**config.mk**
```make
export PLATFORM = sky130hd
export DESIGN_NAME = wkt_wakeup_timer
export DESIGN_NICKNAME = d
export VERILOG_FILES = /design/src/wkt_pkg.sv /design/src/wkt_prescale.sv /design/src/wkt_hms_step.sv /design/src/wkt_wakeup_timer.sv
export SDC_FILE = /design/constraint.sdc
export NUM_CORES = 1
export LEC_CHECK = 0
export BUFFER_PORTS_ARGS = -buffer_cell sky130_fd_sc_hd__buf_2
export CORE_MARGIN = 2
export CORE_UTILIZATION = 48
export CTS_BUF_LIST = sky130_fd_sc_hd__clkbuf_16
export DETAILED_ROUTE_END_ITERATION = 10
export PLACE_DENSITY = 0.64
export SLEW_MARGIN = 20
export SYNTH_ARGS = -nofsm -noshare
export SYNTH_HDL_FRONTEND = slang
export SYNTH_HIERARCHICAL = 1
export SYNTH_SLANG_ARGS = --single-unit
```
**constraint.sdc**
```tcl
create_clock -name clk -period 9.85 [get_ports clk]
set_input_delay 1.97 -clock clk [delete_from_list [all_inputs] [get_ports clk]]
set_output_delay 1.97 -clock clk [all_outputs]
set_load 0.05 [all_outputs]
```
**src/wkt_pkg.sv**
```systemverilog
/*
 * wkt_pkg: register map, field layout, reset values and encodings of the
 * 32-bit wake-up timer.
 * assumes: every user writes package::name; nothing is imported.
 */
package wkt_pkg;

   // ===========================================================================
   // register map (byte addresses)
   localparam logic [31:0] RELOAD_ADDR    = 32'hFFFF0340;
   localparam logic [31:0] COUNT_ADDR     = 32'hFFFF0344;
   localparam logic [31:0] CONTROL_ADDR   = 32'hFFFF0348;
   localparam logic [31:0] CLEAR_ADDR     = 32'hFFFF034C;
   localparam logic [31:0] CAPTURE_ADDR   = 32'hFFFF0350;

   // ===========================================================================
   // reset values
   localparam logic [31:0] RELOAD_RESET   = 32'h00000000;
   localparam logic [31:0] COUNT_RESET    = 32'h0FFFFFFF;
   localparam logic [10:0] CONTROL_RESET  = 11'h000;
   localparam logic [31:0] CAPTURE_RESET  = 32'h00000000;

   // ===========================================================================
   // control field positions
   localparam int          CTL_PRESC_LSB  = 0;
   localparam int          CTL_FMT_LSB    = 4;
   localparam int          CTL_MODE_BIT   = 6;
   localparam int          CTL_EN_BIT     = 7;
   localparam int          CTL_UP_BIT     = 8;
   localparam int          CTL_SRC_LSB    = 9;
   localparam int          CTL_WIDTH      = 11;

   // ===========================================================================
   // encodings
   typedef enum logic [1:0] {
      SRC_CORE,
      SRC_LP_OSC,
      SRC_XTAL,
      SRC_PREC_OSC
   } wkt_src_type;

   localparam logic [1:0]  FMT_BINARY     = 2'h0;
   localparam logic [1:0]  FMT_HMS_23     = 2'h2;
   localparam logic [1:0]  FMT_HMS_255    = 2'h3;

   // time-of-day layout: hours 31:24, minutes 21:16, seconds 13:8, hundredths 6:0
   localparam logic [6:0]  HUND_MAX       = 7'h63;
   localparam logic [5:0]  SEC_MAX        = 6'h3B;
   localparam logic [5:0]  MIN_MAX        = 6'h3B;
   localparam logic [7:0]  HOUR_MAX_23    = 8'h17;
   localparam logic [7:0]  HOUR_MAX_255   = 8'hFF;

   localparam logic [1:0]  RESP_OKAY      = 2'h0;
   localparam logic [1:0]  RESP_SLVERR    = 2'h2;

endpackage

```
**src/wkt_prescale.sv**
```systemverilog
/*
 * wkt_prescale: power-of-two divider of the source tick stream.
 * assumes: tick_in is high for one clk cycle per tick; code 0..15 divides by 2**code.
 */
`timescale 1ns/1ps
`default_nettype none
module wkt_prescale (
   input  wire logic       clk,
   input  wire logic       rst_n,
   input  wire logic       tick_in,
   input  wire logic [3:0] code,
   input  wire logic       clear,
   output logic            tick_out
);

   typedef struct packed {
      logic [14:0] cnt;
   } wkt_presc_state_type;

   wkt_presc_state_type s_q;
   wkt_presc_state_type s_d;
   logic [14:0]         mask;

   // 0000 -> /1, 0100 -> /16, 1000 -> /256, 1111 -> /32768
   assign mask     = 15'((16'h0001 << code) - 16'h0001);
   // masking keeps a code change from stranding the counter past its terminal
   assign tick_out = tick_in && ((s_q.cnt & mask) == mask);

   always_comb begin
      s_d = s_q;
      if (clear) begin
         s_d.cnt = 15'h0000;
      end else if (tick_out) begin
         s_d.cnt = 15'h0000;
      end else if (tick_in) begin
         s_d.cnt = s_q.cnt + 15'h0001;
      end
   end

   always_ff @(posedge clk or negedge rst_n) begin
      if (!rst_n) begin
         s_q <= '0;
      end else begin
         s_q <= s_d;
      end
   end

endmodule
`default_nettype wire

```
**src/wkt_hms_step.sv**
```systemverilog
/*
 * wkt_hms_step: one step of a hours:minutes:seconds:hundredths value.
 * assumes: value fields already in range; purely combinational.
 */
`timescale 1ns/1ps
`default_nettype none
module wkt_hms_step (
   input  wire logic [31:0] value,
   input  wire logic        up,
   input  wire logic [7:0]  hour_max,
   output logic [31:0]      next,
   output logic             wrap
);

   logic [6:0] hund;
   logic [5:0] sec;
   logic [5:0] min;
   logic [7:0] hour;
   logic       c_hund;
   logic       c_sec;
   logic       c_min;

   always_comb begin
      hund   = value[6:0];
      sec    = value[13:8];
      min    = value[21:16];
      hour   = value[31:24];
      // carry or borrow out of each field
      c_hund = up ? (hund == wkt_pkg::HUND_MAX) : (hund == 7'h00);
      c_sec  = c_hund && (up ? (sec == wkt_pkg::SEC_MAX) : (sec == 6'h00));
      c_min  = c_sec && (up ? (min == wkt_pkg::MIN_MAX) : (min == 6'h00));
      wrap   = c_min && (up ? (hour >= hour_max) : (hour == 8'h00));
      if (up) begin
         hund = c_hund ? 7'h00 : hund + 7'h01;
         sec  = c_hund ? (c_sec ? 6'h00 : sec + 6'h01) : sec;
         min  = c_sec ? (c_min ? 6'h00 : min + 6'h01) : min;
         hour = c_min ? (wrap ? 8'h00 : hour + 8'h01) : hour;
      end else begin
         hund = c_hund ? wkt_pkg::HUND_MAX : hund - 7'h01;
         sec  = c_hund ? (c_sec ? wkt_pkg::SEC_MAX : sec - 6'h01) : sec;
         min  = c_sec ? (c_min ? wkt_pkg::MIN_MAX : min - 6'h01) : min;
         hour = c_min ? (wrap ? hour_max : hour - 8'h01) : hour;
      end
      next = {hour, 2'h0, min, 2'h0, sec, 1'h0, hund};
   end

endmodule
`default_nettype wire

```
**src/wkt_wakeup_timer.sv**
```systemverilog
/*
 * wkt_wakeup_timer: 32-bit wake-up timer with AXI4-Lite register access,
 * four tick sources, power-of-two prescaler and optional time-of-day counting.
 * assumes: clk is the always-on 40 MHz bus clock; core_clk_en is a level from
 * the power controller on clk; the three 32.768 kHz inputs are asynchronous.
 */
// Design decision made here: the AXI4-Lite register port.
`timescale 1ns/1ps
`default_nettype none
module wkt_wakeup_timer (
   input  wire logic        clk,
   input  wire logic        reset_n,
   // AXI4-Lite slave
   input  wire logic [31:0] s_axi_awaddr,
   input  wire logic        s_axi_awvalid,
   output logic             s_axi_awready,
   input  wire logic [31:0] s_axi_wdata,
   input  wire logic [3:0]  s_axi_wstrb,
   input  wire logic        s_axi_wvalid,
   output logic             s_axi_wready,
   output logic [1:0]       s_axi_bresp,
   output logic             s_axi_bvalid,
   input  wire logic        s_axi_bready,
   input  wire logic [31:0] s_axi_araddr,
   input  wire logic        s_axi_arvalid,
   output logic             s_axi_arready,
   output logic [31:0]      s_axi_rdata,
   output logic [1:0]       s_axi_rresp,
   output logic             s_axi_rvalid,
   input  wire logic        s_axi_rready,
   // clocking and system
   input  wire logic        core_clk_en,
   input  wire logic        lp_osc_32k,
   input  wire logic        xtal_32k,
   input  wire logic        prec_osc_32k,
   input  wire logic        timer_irq_enabled,
   output logic             wake_irq
);

   // ===========================================================================
   // reset release
   // reset enters at once but leaves on a clock edge, so no flop leaves it alone
   logic [1:0] rst_sync_q;
   logic       rst_n;

   always_ff @(posedge clk or negedge reset_n) begin
      if (!reset_n) begin
         rst_sync_q <= 2'h0;
      end else begin
         rst_sync_q <= {rst_sync_q[0], 1'b1};
      end
   end

   assign rst_n = rst_sync_q[1];

   // ===========================================================================
   // state
   typedef struct packed {
      logic [2:0]  sync1;
      logic [2:0]  sync2;
      logic [2:0]  prev;
      logic        aw_held;
      logic [31:0] awaddr;
      logic        w_held;
      logic [31:0] wdata;
      logic [3:0]  wstrb;
      logic        bvalid;
      logic [1:0]  bresp;
      logic        rvalid;
      logic [1:0]  rresp;
      logic [31:0] rdata;
      logic [31:0] reload;
      logic [31:0] count;
      logic [10:0] control;
      logic [31:0] capture;
      logic        irq;
   } wkt_state_type;

   wkt_state_type s_q;
   wkt_state_type s_d;

   // ===========================================================================
   // source edges
   logic [2:0] src_edge;

   genvar gi;
   generate
      for (gi = 0; gi < 3; gi++) begin : g_edge
         assign src_edge[gi] = s_q.sync2[gi] && !s_q.prev[gi];
      end
   endgenerate

   // ===========================================================================
   // control decode
   wkt_pkg::wkt_src_type src_sel;
   logic                 run;
   logic                 periodic;
   logic                 up;
   logic [1:0]           fmt;
   logic                 fmt_hms;
   logic [7:0]           hour_max;
   logic                 src_tick;

   always_comb begin
      src_sel  = wkt_pkg::wkt_src_type'(s_q.control[wkt_pkg::CTL_SRC_LSB +: 2]);
      run      = s_q.control[wkt_pkg::CTL_EN_BIT];
      periodic = s_q.control[wkt_pkg::CTL_MODE_BIT];
      up       = s_q.control[wkt_pkg::CTL_UP_BIT];
      fmt      = s_q.control[wkt_pkg::CTL_FMT_LSB +: 2];
      // reserved format 01 counts as plain binary
      fmt_hms  = (fmt == wkt_pkg::FMT_HMS_23) || (fmt == wkt_pkg::FMT_HMS_255);
      hour_max = (fmt == wkt_pkg::FMT_HMS_255) ? wkt_pkg::HOUR_MAX_255 : wkt_pkg::HOUR_MAX_23;
      unique case (src_sel)
         // core clock gated off stops only this source; 32k sources keep ticking
         wkt_pkg::SRC_CORE:     src_tick = core_clk_en;
         wkt_pkg::SRC_LP_OSC:   src_tick = src_edge[0];
         wkt_pkg::SRC_XTAL:     src_tick = src_edge[1];
         wkt_pkg::SRC_PREC_OSC: src_tick = src_edge[2];
      endcase
   end

   // ===========================================================================
   // write decode
   logic        aw_take;
   logic        w_take;
   logic        wr_fire;
   logic        wr_reload;
   logic        wr_control;
   logic        wr_clear;
   logic        wr_known;
   logic        rd_take;
   logic        sel_reload;
   logic        sel_control;
   logic        sel_clear;
   logic        sel_known;

   // read-only registers take a write and ignore it; only unmapped addresses fail
   always_comb begin
      sel_reload  = 1'h0;
      sel_control = 1'h0;
      sel_clear   = 1'h0;
      sel_known   = 1'h1;
      unique case (s_q.awaddr)
         wkt_pkg::RELOAD_ADDR:  sel_reload  = 1'h1;
         wkt_pkg::CONTROL_ADDR: sel_control = 1'h1;
         wkt_pkg::CLEAR_ADDR:   sel_clear   = 1'h1;
         wkt_pkg::COUNT_ADDR:   sel_known   = 1'h1;
         wkt_pkg::CAPTURE_ADDR: sel_known   = 1'h1;
         default:               sel_known   = 1'h0;
      endcase
   end

   assign s_axi_awready = !s_q.aw_held && !s_q.bvalid;
   assign s_axi_wready  = !s_q.w_held && !s_q.bvalid;
   assign s_axi_arready = !s_q.rvalid;
   assign aw_take       = s_axi_awvalid && s_axi_awready;
   assign w_take        = s_axi_wvalid && s_axi_wready;
   assign rd_take       = s_axi_arvalid && s_axi_arready;
   // a write is carried out the cycle after both halves are held
   assign wr_fire       = s_q.aw_held && s_q.w_held && !s_q.bvalid;
   assign wr_reload     = wr_fire && sel_reload;
   assign wr_control    = wr_fire && sel_control;
   assign wr_clear      = wr_fire && sel_clear;
   assign wr_known      = sel_known;

   // ===========================================================================
   // read decode
   logic [31:0] rd_word;
   logic        rd_err;

   always_comb begin
      rd_word = 32'h00000000;
      rd_err  = 1'h0;
      unique case (s_axi_araddr)
         wkt_pkg::RELOAD_ADDR:  rd_word = s_q.reload;
         wkt_pkg::COUNT_ADDR:   rd_word = s_q.count;
         wkt_pkg::CONTROL_ADDR: rd_word = {21'h0, s_q.control};
         wkt_pkg::CAPTURE_ADDR: rd_word = s_q.capture;
         // the clear register is write-only and reads back as zero
         wkt_pkg::CLEAR_ADDR:   rd_word = 32'h00000000;
         default:               rd_err  = 1'h1;
      endcase
   end

   // ===========================================================================
   // reload write, one byte lane per strobe
   logic [31:0] reload_merged;

   generate
      for (gi = 0; gi < 4; gi++) begin : g_lane
         assign reload_merged[8*gi +: 8] = s_q.wstrb[gi] ? s_q.wdata[8*gi +: 8] : s_q.reload[8*gi +: 8];
      end
   endgenerate

   // ===========================================================================
   // counting
   logic        presc_clear;
   logic        step;
   logic [31:0] bin_next;
   logic        bin_wrap;
   logic [31:0] hms_next;
   logic        hms_wrap;
   logic [31:0] cnt_next;
   logic        timeout;

   // restart the divider with the count so the first period after a reload is whole
   assign presc_clear = !run || wr_clear;

   wkt_prescale u_prescale (
      .clk      (clk),
      .rst_n    (rst_n),
      .tick_in  (run && src_tick),
      .code     (s_q.control[wkt_pkg::CTL_PRESC_LSB +: 4]),
      .clear    (presc_clear),
      .tick_out (step)
   );

   wkt_hms_step u_hms_step (
      .value    (s_q.count),
      .up       (up),
      .hour_max (hour_max),
      .next     (hms_next),
      .wrap     (hms_wrap)
   );

   always_comb begin
      bin_next = up ? s_q.count + 32'h00000001 : s_q.count - 32'h00000001;
      bin_wrap = up ? (s_q.count == 32'hFFFFFFFF) : (s_q.count == 32'h00000000);
      cnt_next = fmt_hms ? hms_next : bin_next;
      timeout  = step && (fmt_hms ? hms_wrap : bin_wrap);
   end

   // ===========================================================================
   // interrupt and capture events
   logic irq_set;
   logic irq_clr;
   logic cap_load;

   assign irq_set  = timeout;
   assign irq_clr  = wr_clear;
   // capture follows the enable level at the moment of the timeout
   assign cap_load = timeout && timer_irq_enabled;

   // ===========================================================================
   // next state
   always_comb begin
      s_d       = s_q;
      s_d.sync1 = {prec_osc_32k, xtal_32k, lp_osc_32k};
      s_d.sync2 = s_q.sync1;
      s_d.prev  = s_q.sync2;

      // write channel
      if (aw_take) begin
         s_d.aw_held = 1'b1;
         s_d.awaddr  = s_axi_awaddr;
      end
      if (w_take) begin
         s_d.w_held = 1'b1;
         s_d.wdata  = s_axi_wdata;
         s_d.wstrb  = s_axi_wstrb;
      end
      if (wr_fire) begin
         s_d.aw_held = 1'b0;
         s_d.w_held  = 1'b0;
         s_d.bvalid  = 1'b1;
         s_d.bresp   = wr_known ? wkt_pkg::RESP_OKAY : wkt_pkg::RESP_SLVERR;
      end
      if (s_q.bvalid && s_axi_bready) begin
         s_d.bvalid = 1'b0;
      end

      if (wr_reload) begin
         s_d.reload = reload_merged;
      end
      if (wr_control) begin
         // only bits 10:0 exist; 31:11 are dropped and read as zero
         if (s_q.wstrb[0]) begin
            s_d.control[7:0] = s_q.wdata[7:0];
         end
         if (s_q.wstrb[1]) begin
            s_d.control[10:8] = s_q.wdata[10:8];
         end
      end

      // counter: a clear write reloads at once and wins over a step
      if (wr_clear) begin
         s_d.count = s_q.reload;
      end else if (step) begin
         if (timeout && periodic) begin
            s_d.count = s_q.reload;
         end else begin
            s_d.count = cnt_next;
         end
      end

      // interrupt: a timeout in the clearing cycle survives the clear
      if (irq_clr) begin
         s_d.irq = 1'b0;
      end
      if (irq_set) begin
         s_d.irq = 1'b1;
      end

      if (cap_load) begin
         s_d.capture = s_q.count;
      end

      // read channel
      if (rd_take) begin
         s_d.rvalid = 1'b1;
         s_d.rdata  = rd_word;
         s_d.rresp  = rd_err ? wkt_pkg::RESP_SLVERR : wkt_pkg::RESP_OKAY;
      end else if (s_q.rvalid && s_axi_rready) begin
         s_d.rvalid = 1'b0;
      end
   end

   // ===========================================================================
   // registers
   always_ff @(posedge clk or negedge rst_n) begin
      if (!rst_n) begin
         s_q         <= '0;
         s_q.reload  <= wkt_pkg::RELOAD_RESET;
         s_q.count   <= wkt_pkg::COUNT_RESET;
         s_q.control <= wkt_pkg::CONTROL_RESET;
         s_q.capture <= wkt_pkg::CAPTURE_RESET;
      end else begin
         s_q <= s_d;
      end
   end

   // ===========================================================================
   // outputs
   assign s_axi_bvalid = s_q.bvalid;
   assign s_axi_bresp  = s_q.bresp;
   assign s_axi_rvalid = s_q.rvalid;
   assign s_axi_rresp  = s_q.rresp;
   assign s_axi_rdata  = s_q.rdata;
   assign wake_irq     = s_q.irq;

endmodule
`default_nettype wire

```
==> results.toml, run 1 <==
[clock_network]
cts_buffer_depth = 3
cts_sinks = 240
cts_tree = "done"
cts_resized = 0
root_buffer = "clkbuf_16"
postCtsHoldBufs = 0
cts_made_buffers = 27
worstSkewPairLatency_ns = 0.56
clk_pin_slew_worst_paths_ns = 0.06
post_cts_buffers = 0
h-tree-depth = 1

[detailed_routing]
drc = 0
drt_iter0_markers = 896
ant_nets = 0
wl_mm = 38.71
drtPass1Iterations = 7
wl_per_cell_um = 19.81
vias = 11700
via_per_inst = 5.988

[finish]
nets = 1709
syn2layout_area_growth_pct = 10.98
n_antenna_cell = 0
drive_above_1_share = 0.2621
layout_common_cells = "dfrtp_1, buf_2, mux2_2"
n_fill_cell = 2707
final_common_cell = "dfrtp_1"
stdcell_count = 1954
postLayoutCoreUtil = 0.5396

[logic_synthesis]
yosys_warnings = 6
async_flop_share = 1.000
avgSynthCellArea_um2 = 9.905
syn_area_um2 = 14410
yosys.area.top_type = "dfrtp_1"
synth_area_leaders = "dfrtp_1, mux2_2, dfstp_2, ha_1, o21ai_0"
ys.flop_type = "dfrtp_1"
synth_top_area_share = 0.3681
ys_types = 86
synth-seq-cells = 240
syn_inst = 1455
seq_area_frac_synth = 0.4192
synth_edf_count = 0

[job]
drv_cap = 0

[sta]
hold_viol_final = 0
period_needed_ns = 4.933
final.period_utilization = 0.5008
clock_skew_ns = 0.03566
fmax_mhz = 202.7
relSlewSlack = 0.3346
setup_violations = 0
rsz0062_at_grt = "false"
finalMaxSlewViolations = 0
setup_tns_ns = 0
tightest_slew_ns = 0.9981

[die]
start_util = 0.4862
io-pin-count = 154
die_h_um = 177.3
coreArea_um2 = 29640
fp-row-count = 63
dieArea_um2 = 31430
die_w_um = 177.3

[grt]
grt_max_degree = 80
grt_use_total = 0.2471
grt_pass1_vias = 11390
antenna_found_initial = 0
grt_pass1_wl_mm = 62.24
grt_overflow = 0

[critical_path]
crit_slowest_cell = "a22oi_1"
slowest_delay_ns = 0.76
crit_chain = "buf_4 > inv_1 > or3_1 > a22oi_1 > nand2b_1 > nor2_1 > nand2b_1 > o311a_1 > and2_1 > buf_4 > mux2_2"
cp_data_arrival_time_ns = 5.35
reg2regPathDepth = 11
end_kind = "flip-flop"
worstSetupPathType = "reg2reg"
cp_max_fo = 40
worst_setup_path_start_kind = "flip-flop"
crit_required_ns = 10.26

[place]
gp_congestion = 0.8945
port_buffers = 151
place_hpwl_mm = 28.01
dp.cells = 1905

[power]
ir_drop_mv = 0.2625
p_clk_frac = 0.364
p_int_w = 0.001824
swShare = 0.2637
pwr-share-comb = 0.136
seq_power_share = 0.499
p_per_area_nw_per_um2 = 154.9
p_switching_w = 0.0006533
cellLeakagePower_nw = 7.331

[min_path]
hold_path_class = "reg2async"

[run_status]
status = "finished clean"
## stage by stage
step	instance area, um2	hold WS (ns)	worst slack (ns)	total power, W
4_1_cts	15970	0.1692	5.040	0.002504
6_report	15990	0.1594	4.917	0.002478
3_5_place_dp	15180	0.1629	4.764	0.001599
2_1_floorplan	14460	0.3312	2.715	0.001500
3_3_place_gp	15180	0.1622	4.843	0.001581
5_1_grt	15990	0.1797	4.670	0.002593
## power by group through the flow
stage,Sequential (W),Clock [W],Combinational (W)
finish,0.00124,0.000903,0.000338
CTS,0.00124,0.000921,0.000344
global placement,0.00125,0,0.000332
global route,0.00126,0.000962,0.000372
detailed placement,0.00126,0,0.000343
floorplan,0.00124,0,0.000258
## routing by layer
layer  vias up  GRT usage  part of all wire
met3        68    0.02899             0.049
li1       5552          -                 -
met2       355     0.4214              0.49
met4         0    0.07548             0.030
met5         -          0                 0
met1      5725     0.3297              0.43
## flip-flops by register name (all words and copies together) (netlist names)
register and flops:
periodic 1, run 1, s_axi_rvalid 1, wake_irq 1
rst_sync_q 2, fmt 2, s_axi_bresp 1, s_d 6
u_prescale/s_q 15, s_q 176, s_axi_rresp 1, s_axi_bvalid 1
s_axi_rdata 32
## critical path: cells and delay by family, from the launching register on
kind                   cells  cell delay, ns
muxes                      1            0.39
buffers and inverters      3            1.29
AOI/OAI and AO/OA          2            1.05
DFF                        1            0.32
and+or+nand+nor            5            1.70
## cell usage after synthesis (5+ instances only)
master,n
mux2_2,142
buf_4,43
nor2_1,68
buf_2,8
and2_1,15
nor2b_1,9
o21a_1,6
a221o_1,7
o31ai_1,7
a22o_1,22
o21ai_1,16
ha_1,51
nor3b_1,6
mux2i_1,8
a221oi_1,18
nor3_1,20
nor4_1,19
and3_1,15
buf_6,5
a21o_1,15
a21oi_1,60
o21ai_0,106
nand2b_1,9
a22oi_1,5
inv_1,37
clkbuf_1,58
nand2_2,5
dfstp_2,28
a222oi_1,23
xor2_1,18
dfrtp_1,212
xnor2_1,27
o211ai_1,24
o22ai_1,18
a211oi_1,13
or3_1,12
a31oi_1,5
nand3_1,32
nand4_1,34
nand2_1,138
## worst paths after layout
kind	start	endpoint	slack, ns
worst max-delay path	s_q[41]$_DFFE_PN0P_	s_q[27]$_DFFE_PN0P_	4.92
worst min-delay path	rst_sync_q[1]$_DFF_PN0_	s_d[216]$_DFF_PN0_	0.16
worst max register to register	s_q[41]$_DFFE_PN0P_	s_q[27]$_DFFE_PN0P_	4.92
worst min register to register	rst_sync_q[1]$_DFF_PN0_	s_d[216]$_DFF_PN0_	0.16
max in group asynchronous	rst_sync_q[1]$_DFF_PN0_	s_q[73]$_DFFE_PN0P_	7.58
min in group clk	s_d[221]$_DFF_PN0_	s_d[218]$_DFF_PN0_	0.35
## cells by family (layout without fill, tap and decap cells)
group	count (synthesis)	after routing	share of synthesized area
flip-flops	240	240	0.4192
adder cells (fa/ha/maj)	53	53	0.04636
multiplexers	151	151	0.1173
AND/OR/NAND/NOR	417	417	0.1491
AO/OA/AOI/OAI	389	389	0.1843
other	3	16	0.0007813
buffers and inverters	157	253	0.05565
XOR/XNOR	45	45	0.02735
## final cells by class
class / count / area, um2 / share of cell area
multi-input combinational: 1071 / 7632 / 0.4772
sequential: 240 / 6046 / 0.3780
timing repair buffer: 167 / 895.9 / 0.05601
clock buffer: 27 / 675.6 / 0.04224
tap: 390 / 488.0 / 0.03051
inverter: 38 / 142.6 / 0.008918
clock inverter: 21 / 113.9 / 0.007119
Note: power is estimated with default switching activity, not from simulation.
==> inputs of run 2 (changes only) <==
- PLACE_DENSITY: 0.64 -> 0.67
- clock period: 9.85 -> 4.2 ns (I/O delays scaled with it)
==> results.toml, run 2 (same netlist as run 1, synthesis figures left out) <==
[run_status]
status = "finished clean"

[power]
pwr-share-comb = 0.136
p_clk_frac = 0.371
seq_power_share = 0.493
p_per_area_nw_per_um2 = 365.1
p_switching_w = 0.001515
p_int_w = 0.004378
cellLeakagePower_nw = 7.435
ir_drop_mv = 0.5515
swShare = 0.2571

[sta]
setup_violations = 0
hold_viol_final = 0
finalMaxSlewViolations = 0
worst_slack_ns = 0.2654
clock_skew_ns = 0.04408
setup_tns_ns = 0
tightest_slew_ns = 0.9756
relSlewSlack = 0.3496
period_needed_ns = 3.935
rsz0062_at_grt = "false"
fmax_mhz = 254.2
final.period_utilization = 0.9368

[die]
fp-row-count = 63
io-pin-count = 154
coreArea_um2 = 29640
start_util = 0.4862
dieArea_um2 = 31430
die_w_um = 177.3
die_h_um = 177.3

[critical_path]
crit_chain = "nor2_1 > nand2_1 > ha_1 > and2_4 > o2111a_1 > or4_4 > nor4_2 > o311a_1 > and2_1 > buf_12 > mux2_2"
worst_setup_path_start_kind = "flip-flop"
cp_data_arrival_time_ns = 4.33
end_kind = "flip-flop"
worstSetupPathType = "reg2reg"
crit_required_ns = 4.60
critPathBufInv = 1
cp_max_fo = 32
slowest_delay_ns = 0.54
crit_slowest_cell = "or4_4"
cp_top_family = "simple AND/OR/NAND/NOR gates"

[finish]
seq_area_um2 = 6046
top_register = "s_q"
layout_common_cells = "dfrtp_1, buf_2, mux2_2"
multiInputGateArea_um2 = 7632
nets = 1724
n_fill_cell = 2706
largest_reg_flops = 176
stdcell_count = 1969
final_common_cell = "dfrtp_1"
postLayoutCellArea_um2 = 16140
postLayoutCoreUtil = 0.5447
syn2layout_area_growth_pct = 12.02
drive_above_1_share = 0.2679
n_antenna_cell = 0

[detailed_routing]
drtPass1Iterations = 8
ant_nets = 0
drt_iter0_markers = 1197
wl_mm = 39.94
via_per_inst = 6.070
wl_per_cell_um = 20.29
drc = 0
vias = 11950

[place]
dpl-instance-area_um2 = 15340
port_buffers = 151
dp.cells = 1923
place_hpwl_mm = 29.11
pre_cts_slack_ns = 0.3561
gp_congestion = 0.9049

[grt]
grt_pass1_vias = 11650
antenna_found_initial = 1
grt_overflow = 0
grt_max_degree = 165
grt_use_total = 0.2541
grt_pass1_wl_mm = 63.37

[clock_network]
cts_resized = 0
postCtsHoldBufs = 0
worstSkewPairLatency_ns = 0.55
h-tree-depth = 1
root_buffer = "clkbuf_16"
clk_pin_slew_worst_paths_ns = 0.06
cts_buffer_depth = 3
post_cts_buffers = 0
cts_tree = "done"
cts_sinks = 240
cts_made_buffers = 25

[job]
drv_cap = 0

[min_path]
hold_path_class = "in2async"
-- run 2: changes by cell type in the layout (fill, tap and decap cells not counted), sizes merged --
| cell | delta |
|---|---|
| inv | +4 |
| buf | +17 |
| bufinv | +3 |
| clkinv | -6 |
| clkbuf | -2 |
| clkinvlp | -1 |
-- run 2: power groups by stage --
stage | Clock [W] | Combinational (W) | Sequential, W
3_3_place_gp | 0 | 0.000780 | 0.00294
5_1_grt | 0.00232 | 0.000880 | 0.00296
4_1_cts | 0.00223 | 0.000813 | 0.00291
2_1_floorplan | 0 | 0.000605 | 0.00291
6_report | 0.00219 | 0.000801 | 0.00291
3_5_place_dp | 0 | 0.000809 | 0.00295
-- run 2: area by class of cell --
type / instances / area share
sequential: 240 / 0.3745
clock buffer: 25 / 0.03875
inverter: 38 / 0.008836
multi-input combinational: 1071 / 0.4728
timing repair buffer: 184 / 0.06371
clock inverter: 21 / 0.01116
tap: 390 / 0.03023
-- run 2: path summary, 6_finish.rpt --
check / slack [ns] / to / from / cells after the start
worst max-delay path: 0.27 / s_q[16]$_DFFE_PN0P_ / s_q[33]$_DFFE_PN0P_ / 11
worst min-delay path: 0.07 / rst_sync_q[1]$_DFF_PN0_ / reset_n / 1
worst max register to register: 0.27 / s_q[16]$_DFFE_PN0P_ / s_q[33]$_DFFE_PN0P_ / 11
worst min register to register: 0.35 / rst_sync_q[1]$_DFF_PN0_ / rst_sync_q[0]$_DFF_PN0_ / 0
max in group asynchronous: 3.02 / s_q[102]$_DFFE_PN0P_ / rst_sync_q[1]$_DFF_PN0_ / 1
min in group clk: 0.35 / rst_sync_q[1]$_DFF_PN0_ / rst_sync_q[0]$_DFF_PN0_ / 0
-- run 2: worst register-to-register path: cells and delay by family (launching register included) --
family,cells,cell delay [ns]
buf+inv,1,0.22
simple gates,6,1.73
flops,1,0.51
mux,1,0.37
compound gates,2,0.63
fa+ha+maj,1,0.32
-- run 2: stage by stage --
stage               total power [W]  hold WS [ns]
floorplan                  0.003516        0.3311
global placement           0.003718        0.3328
detailed placement         0.003759        0.3347
global route               0.006155       0.06188
CTS                        0.005954       0.05691
finish                     0.005894       0.07013
-- run 2: layer usage --
layer  global-route usage  wire length [um]  vias to the layer above
met5                    0                 0                        -
met4               0.1004              1516                        0
met3              0.02835              1735                       74
met2               0.4381             19910                      351
met1               0.3268             16780                     5942
li1                     -                 -                     5584
